**src/logic/psc_pkg.sv**
```systemverilog
// Purpose: constants for the strap, reset and clock-source configuration block
// Assumes: one 100 MHz system clock
// Notes: strap register bit positions follow the vendor status register layout
package psc_pkg;
   // ----------------------------------------------------------------
   // strap register layout
   // ----------------------------------------------------------------
   localparam int ADDR_W = 5;
   localparam int STRAP_REG_NUM = 17;
   localparam int STRAP_REG_W = 16;
   localparam int STRAP_MSB_POS = 8;
   localparam int STRAP_LSB_POS = 4;
   localparam logic [ADDR_W-1:0] ADDR_ZERO = 5'h00;
   localparam logic [STRAP_REG_W-1:0] STRAP_REG_RST = 16'h0000;
   // ----------------------------------------------------------------
   // timing
   // ----------------------------------------------------------------
   localparam int CLK_PERIOD_NS = 10;
   localparam int RESET_HOLD_MS = 30;
   localparam int RESET_HOLD_CYCLES = (RESET_HOLD_MS * 1000000) / CLK_PERIOD_NS;
   // ----------------------------------------------------------------
   // states
   // ----------------------------------------------------------------
   typedef enum logic [2:0] {
      PSC_RESET = 3'h1,
      PSC_NORMAL = 3'h2,
      PSC_TEST = 3'h4
   } psc_state_t;
endpackage : psc_pkg

```
**src/logic/psc_strap_cfg.sv**
```systemverilog
// Purpose: strap latch, output float gating and reference clock forwarding
// Assumes: strap and control inputs synchronous to clock_i; xtal_in already a clean level
// Notes: rst_n_i is the device reset pin, rst_i the logic power-on reset
`timescale 1ns/10ps
module psc_strap_cfg #(
   parameter int HOLD_CYCLES = psc_pkg::RESET_HOLD_CYCLES
) (
   // clock and resets
   input wire logic clock_i,
   input wire logic rst_i,
   input wire logic rst_n_i,
   // straps and controls
   input wire logic [psc_pkg::ADDR_W-1:0] strap_address_i,
   input wire logic clock_source_select_i,
   input wire logic output_float_ctl_i,
   input wire logic factory_test_sel_i,
   // crystal circuit
   input wire logic xtal_in_i,
   output logic xtal_out_o,
   output logic xtal_out_oe_o,
   // reference clock pin
   output logic ref_clock_out_o,
   output logic ref_clock_out_oe_o,
   // two-way pin direction and status
   output logic pin_dir_out_o,
   output logic [psc_pkg::STRAP_REG_W-1:0] strap_status_o,
   output logic addr_zero_o,
   output logic test_mode_o,
   output logic ready_o,
   output logic reset_short_o
);
   // ----------------------------------------------------------------
   // helpers
   // ----------------------------------------------------------------
   function automatic logic [psc_pkg::STRAP_REG_W-1:0] place_addr(
      input logic [psc_pkg::ADDR_W-1:0] a);
      logic [psc_pkg::STRAP_REG_W-1:0] r;
      r = psc_pkg::STRAP_REG_RST;
      for (int i = 0; i < psc_pkg::ADDR_W; i++) begin
         r[psc_pkg::STRAP_MSB_POS - i] = a[i];
      end
      return r;
   endfunction : place_addr

   // ----------------------------------------------------------------
   // state
   // ----------------------------------------------------------------
   psc_pkg::psc_state_t state, next_state;
   logic [psc_pkg::STRAP_REG_W-1:0] strap_reg, next_strap_reg;
   logic addr_zero, next_addr_zero;
   logic [31:0] hold_cnt, next_hold_cnt;
   logic reset_short, next_reset_short;
   logic ref_q, next_ref_q;
   logic ref_oe, next_ref_oe;
   logic xo_q, next_xo_q;
   logic xo_oe, next_xo_oe;
   logic dir_out, next_dir_out;
   logic test_mode, next_test_mode;
   logic ready, next_ready;

   always_comb begin
      next_state = state;
      next_strap_reg = strap_reg;
      next_addr_zero = addr_zero;
      next_hold_cnt = hold_cnt;
      next_reset_short = reset_short;
      case (state)
         psc_pkg::PSC_RESET: begin
            if (!rst_n_i) begin
               if (hold_cnt < 32'(HOLD_CYCLES)) begin
                  next_hold_cnt = hold_cnt + 32'h1;
               end
            end else begin
               next_strap_reg = place_addr(strap_address_i);
               next_addr_zero = (strap_address_i == psc_pkg::ADDR_ZERO);
               next_reset_short = (hold_cnt < 32'(HOLD_CYCLES));
               next_state = factory_test_sel_i ? psc_pkg::PSC_TEST : psc_pkg::PSC_NORMAL;
            end
         end
         psc_pkg::PSC_NORMAL, psc_pkg::PSC_TEST: begin
            next_state = factory_test_sel_i ? psc_pkg::PSC_TEST : psc_pkg::PSC_NORMAL;
         end
         default: begin
            next_state = psc_pkg::PSC_RESET;
         end
      endcase
      if (!rst_n_i) begin
         next_state = psc_pkg::PSC_RESET;
         next_strap_reg = psc_pkg::STRAP_REG_RST;
         next_addr_zero = 1'b0;
         // this low cycle already counts, so a reset of exactly the hold is not short
         if (state != psc_pkg::PSC_RESET) begin
            next_hold_cnt = 32'h1;
         end
      end
      // mode and ready decoded ahead so both pins leave a flop, not a compare
      next_test_mode = (next_state == psc_pkg::PSC_TEST);
      next_ready = (next_state != psc_pkg::PSC_RESET);
   end

   always_comb begin
      next_ref_q = xtal_in_i & ~output_float_ctl_i;
      next_ref_oe = ~output_float_ctl_i;
      next_dir_out = ~output_float_ctl_i;
      next_xo_q = ~xtal_in_i;
      next_xo_oe = ~clock_source_select_i;
   end

   always_ff @(posedge clock_i or posedge rst_i) begin
      if (rst_i) begin
         state <= psc_pkg::PSC_RESET;
         strap_reg <= psc_pkg::STRAP_REG_RST;
         addr_zero <= 1'b0;
         hold_cnt <= 32'h0;
         reset_short <= 1'b0;
         ref_q <= 1'b0;
         ref_oe <= 1'b0;
         xo_q <= 1'b0;
         xo_oe <= 1'b0;
         dir_out <= 1'b0;
         test_mode <= 1'b0;
         ready <= 1'b0;
      end else begin
         state <= next_state;
         strap_reg <= next_strap_reg;
         addr_zero <= next_addr_zero;
         hold_cnt <= next_hold_cnt;
         reset_short <= next_reset_short;
         ref_q <= next_ref_q;
         ref_oe <= next_ref_oe;
         xo_q <= next_xo_q;
         xo_oe <= next_xo_oe;
         dir_out <= next_dir_out;
         test_mode <= next_test_mode;
         ready <= next_ready;
      end
   end

   // ----------------------------------------------------------------
   // outputs
   // ----------------------------------------------------------------
   // the pin forward is one register late; a limitation of a fully registered output
   assign ref_clock_out_o = ref_q;
   assign ref_clock_out_oe_o = ref_oe;
   assign xtal_out_o = xo_q;
   assign xtal_out_oe_o = xo_oe;
   assign pin_dir_out_o = dir_out;
   assign strap_status_o = strap_reg;
   assign addr_zero_o = addr_zero;
   assign test_mode_o = test_mode;
   assign ready_o = ready;
   assign reset_short_o = reset_short;
endmodule : psc_strap_cfg

```
**config.mk**
```make
export PLATFORM = sky130hd
export DESIGN_NAME = psc_strap_cfg
export DESIGN_NICKNAME = d
export VERILOG_FILES = /design/src/logic/psc_pkg.sv /design/src/logic/psc_strap_cfg.sv
export SDC_FILE = /design/constraint.sdc
export NUM_CORES = 1
export LEC_CHECK = 0
export ABC_AREA = 1
export BUFFER_PORTS_ARGS = -buffer_cell sky130_fd_sc_hd__buf_4
export CORE_MARGIN = 5
export CORE_UTILIZATION = 50
export CTS_CLUSTER_DIAMETER = 30
export CTS_CLUSTER_SIZE = 14
export DETAILED_ROUTE_END_ITERATION = 10
export GPL_TIMING_DRIVEN = 0
export PLACE_DENSITY = 0.78
export SYNTH_ARGS = -nofsm -noshare
export SYNTH_HDL_FRONTEND = slang
export SYNTH_SLANG_ARGS = --single-unit
```
**constraint.sdc**
```tcl
create_clock -name clock_i -period 1.5 [get_ports clock_i]
set_input_delay 0.225 -clock clock_i [delete_from_list [all_inputs] [get_ports clock_i]]
set_output_delay 0.225 -clock clock_i [all_outputs]
set_load 0.02 [all_outputs]
```
==> metrics.log <==
INFO  metric min_period = 1.54 ns
INFO  metric top_level_ports = 37
INFO  metric design_area = 3260 sq um
INFO  metric fmaxAchievable = 647 MHz
INFO  metric drtAntennaViolNets = 0
INFO  metric critical_path.startpoint_type = flop
INFO  metric dp.cells = 448
INFO  metric kind_of_cell_adding_the_most_delay_to_the_critical_path = simple AND/OR/NAND/NOR gates
INFO  metric total_cts_buffers = 5
INFO  metric floorplan.rows = 26
INFO  metric grt_use_met2 = 0.320
INFO  metric average_vias_per_placed_instance = 4.72
INFO  metric final_clock_period_utilization_by_the_worst_path = 1.03
INFO  metric synth_enable_flop_cells = 0
INFO  metric grt.met1_usage = 0.225
INFO  metric first_global_vias = 2232
INFO  metric die_w = 81.6 um
INFO  metric rsz_0062_raised_after_global_routing = true
INFO  metric cp_cell_sequence = nor2_2 > nand2_1 > inv_1 > nand2_2 > nor2_8 > nand4_1 > inv_2 > nand2_2 > nand2_1 > nand2_1
INFO  metric postPlaceCellArea = around 2900 sq um
INFO  metric yosysUniqueCellTypes = 29
INFO  metric leakage = 0.00170 uW
INFO  metric synth_seq_cells = between 40 and 50
INFO  metric max_cap_viol_count = 0
INFO  metric port-buffer-count = 25
INFO  metric worst_setup_hold_path_clk_slew = approximately 0.10 ns
INFO  metric timing.critical_path.arrival = about 1.7 ns
INFO  metric synth_warnings = 0
INFO  metric utilization_after_layout = 0.647
INFO  metric yosys_most_used_dff = dfrtp_1
INFO  metric critPathMaxStageDelay = 0.40 ns
INFO  metric post_route_non_filler_standard_cell_count = about 480
INFO  metric cts.root.buffer_cell = clkbuf_8
INFO  metric finish_stage_setup_viols = 11
INFO  metric grtUsageMet3 = 0.0373
INFO  metric gr-usage-all-layers = 0.184
INFO  metric post-place-ws = -0.181 ns
INFO  metric cts_tree = built
INFO  metric grt_overflow = 0
INFO  metric cts_sinks = 48
INFO  metric post_synth_inst_count = 342
INFO  metric worstHoldPathType = primary input to flop
INFO  metric routedWlPerCell = 11.9 um
INFO  metric setup_slack = -0.0446 ns
INFO  metric drt_first_iter_violations = 102
INFO  metric grt_start_max_net_pins = 38
INFO  metric grt_pass1_wl = 9.53 mm
INFO  metric initial_core_util = 0.508
INFO  metric synth_sequential_area_ratio = 0.470
INFO  metric violated_checks = setup timing
INFO  metric ys_async_sr_fraction = 1.00
INFO  metric result_of_the_run = complete, but fails checks
INFO  metric postSynthAreaPerCell = 7.49 sq um
INFO  metric crit_slowest_cell = dfrtp_1
INFO  metric route.detailed.drc = 0
INFO  metric peakVddDrop = 1.04 mV
INFO  metric timing.clock.skew = 0.00873 ns
INFO  metric setup.worst_path.end_class = flop
INFO  metric final_layout_size_suffix_gt1_frac = 0.284
INFO  metric detailedPlacementHpwl = 3.93 mm
INFO  metric gr-max-usage-layer = met2
INFO  metric placeableCoreArea = 5040 sq um
INFO  metric fp.dieH = 81.6 um
INFO  metric final_nets = 417
INFO  metric timing.critical_path.mode_cell = nand2_1
INFO  metric die_area = 6650 sq um
INFO  metric critical_path.max_fanout = 6
INFO  metric globalplace.congestion = 0.912
INFO  metric hold_slack = approximately 0.052 ns
INFO  metric first_drt_pass_iteration_count = 5
INFO  metric worst-endpoint-required = 1.70 ns
INFO  metric timing.setup.critical_path_class = flop to flop
INFO  metric worstPathBufferInverterCount = 2
INFO  metric synthesis.area = 2560 sq um
INFO  metric clock_insertion_delay_worst_skew = ~0.31 ns
INFO  metric flow.area_growth_from_synthesis = 27.4%
INFO  metric timing_hold_violations_final = 0
INFO  metric finalWirelength = 5.68 mm
INFO  metric ctsLongestPathBuffers = 2
INFO  metric vias = 2242
INFO  metric grt_antenna_before_repair = 0
INFO  metric power-per-cell-area = between 1000 and 1500 nW/um^2
INFO  metric h-tree-depth = 2
INFO  metric final_antenna_diode_count = 0
INFO  metric report.final.slew_viol_count = 0
-- cell usage in the layout, fill, tap and decap left out, types with 2 or more instances in the layout --
master,count
nand2_1,73
nor2_1,66
buf_4,53
inv_1,49
dfrtp_1,47
nand4_1,14
inv_2,12
nand3_1,12
conb_1,11
nand2_2,10
o21ai_0,7
nor2_4,6
clkbuf_8,6
nor2_2,5
a21oi_1,3
nand3_2,3
buf_12,3
nand4_2,3
nand3_4,2
nor3_2,2
nor3_1,2
clkinvlp_4,2
-- final timing paths --
kind | from | to | slack (ns) | cells after the start
setup / recovery | hold_cnt[22] | hold_cnt[6] | -0.04 | 10
hold / removal | clock_source_select_i | xtal_out_oe_o | 0.05 | 2
setup reg to reg | hold_cnt[22] | hold_cnt[6] | -0.04 | 10
hold reg to reg | strap_status_o[6] | strap_status_o[6] | 0.49 | 2
max in group asynchronous | rst_i | state[0] | 0.55 | 4
min in group asynchronous | rst_i | hold_cnt[10] | 0.42 | 3
-- per-layer routing --
layer / part of all wire / vias to the layer above
met1: 0.43 / 1022
met4: 0.017 / 0
met3: 0.056 / 12
met2: 0.50 / 68
li1: - / 1140
met5: 0 / -
-- flip-flops by register name, indices dropped and copies added, names as in the netlist --
register,flops
hold_cnt,32
strap_status_o,5
state,3
addr_zero_o,1
pin_dir_out_o,1
ready_o,1
ref_clock_out_o,1
reset_short_o,1
test_mode_o,1
xtal_out_o,1
xtal_out_oe_o,1
-- stage by stage --
step / power (uW) / setup TNS, ns
floorplan: 2150 / 0
global placement: 2440 / -23.95
detailed placement: 2470 / -1.65
CTS: 3330 / -0.157
global route: 3670 / -3.34
finish: 3470 / -0.208
-- timing repair --
| action | CTS | global route |
|---|---|---|
| buffers inserted | 7 | 11 |
| hold endpoints to repair | 11 | 0 |
| resized for setup | 14 | 25 |
| endpoints found under the setup margin | 21 | 35 |
| hold buffers | 1 | 0 |
| pin swaps | 13 | 13 |
-- synthesized netlist by cell type (2+ instances only) --
cell,count,share of area
nor2_2,5,0.012
buf_4,12,0.035
inv_2,3,0.0044
dfrtp_1,47,0.46
nand4_2,3,0.015
nand4_1,14,0.034
nand2_1,83,0.12
nor2_1,71,0.10
nand3_1,15,0.029
nor3_1,4,0.0078
nand3_2,2,0.0078
inv_1,58,0.085
o21ai_0,7,0.014
a21oi_1,3,0.0059
-- layout make-up --
cell class,count,area (sq um)
repair buffers,45,369
flip-flops and latches,48,1200
fillers,412,1780
multi-input cells,226,1130
inverters,61,229
clock inverters,3,23.8
well taps,70,87.6
plain buffers,17,148
clock buffers,5,68.8
-- cell families (layout without fill, tap and decap cells) --
group / after synthesis / count (layout) / synth area share
compound gates: 13 / 13 / 0.0288
fa+ha+maj: 1 / 1 / 0.00489
buf+inv: 78 / 131 / 0.146
flops: 48 / 48 / 0.470
other cells: 1 / 11 / 0.00146
simple gates: 201 / 201 / 0.349
-- power by group --
part | internal, uW | total [uW] | switching, uW
Combinational | 444 | 1120 | 672
Sequential | 1460 | 1550 | 94.5
Clock | 331 | 804 | 473
Total | 2230 | 3470 | 1240
-- worst reg2reg max path, delay by kind of cell, from the launching register on --
family | cells | cell delay, ns
and+or+nand+nor | 8 | 0.83
DFF | 1 | 0.40
buffers and inverters | 2 | 0.22
Note: power is estimated with default switching activity, not from simulation.
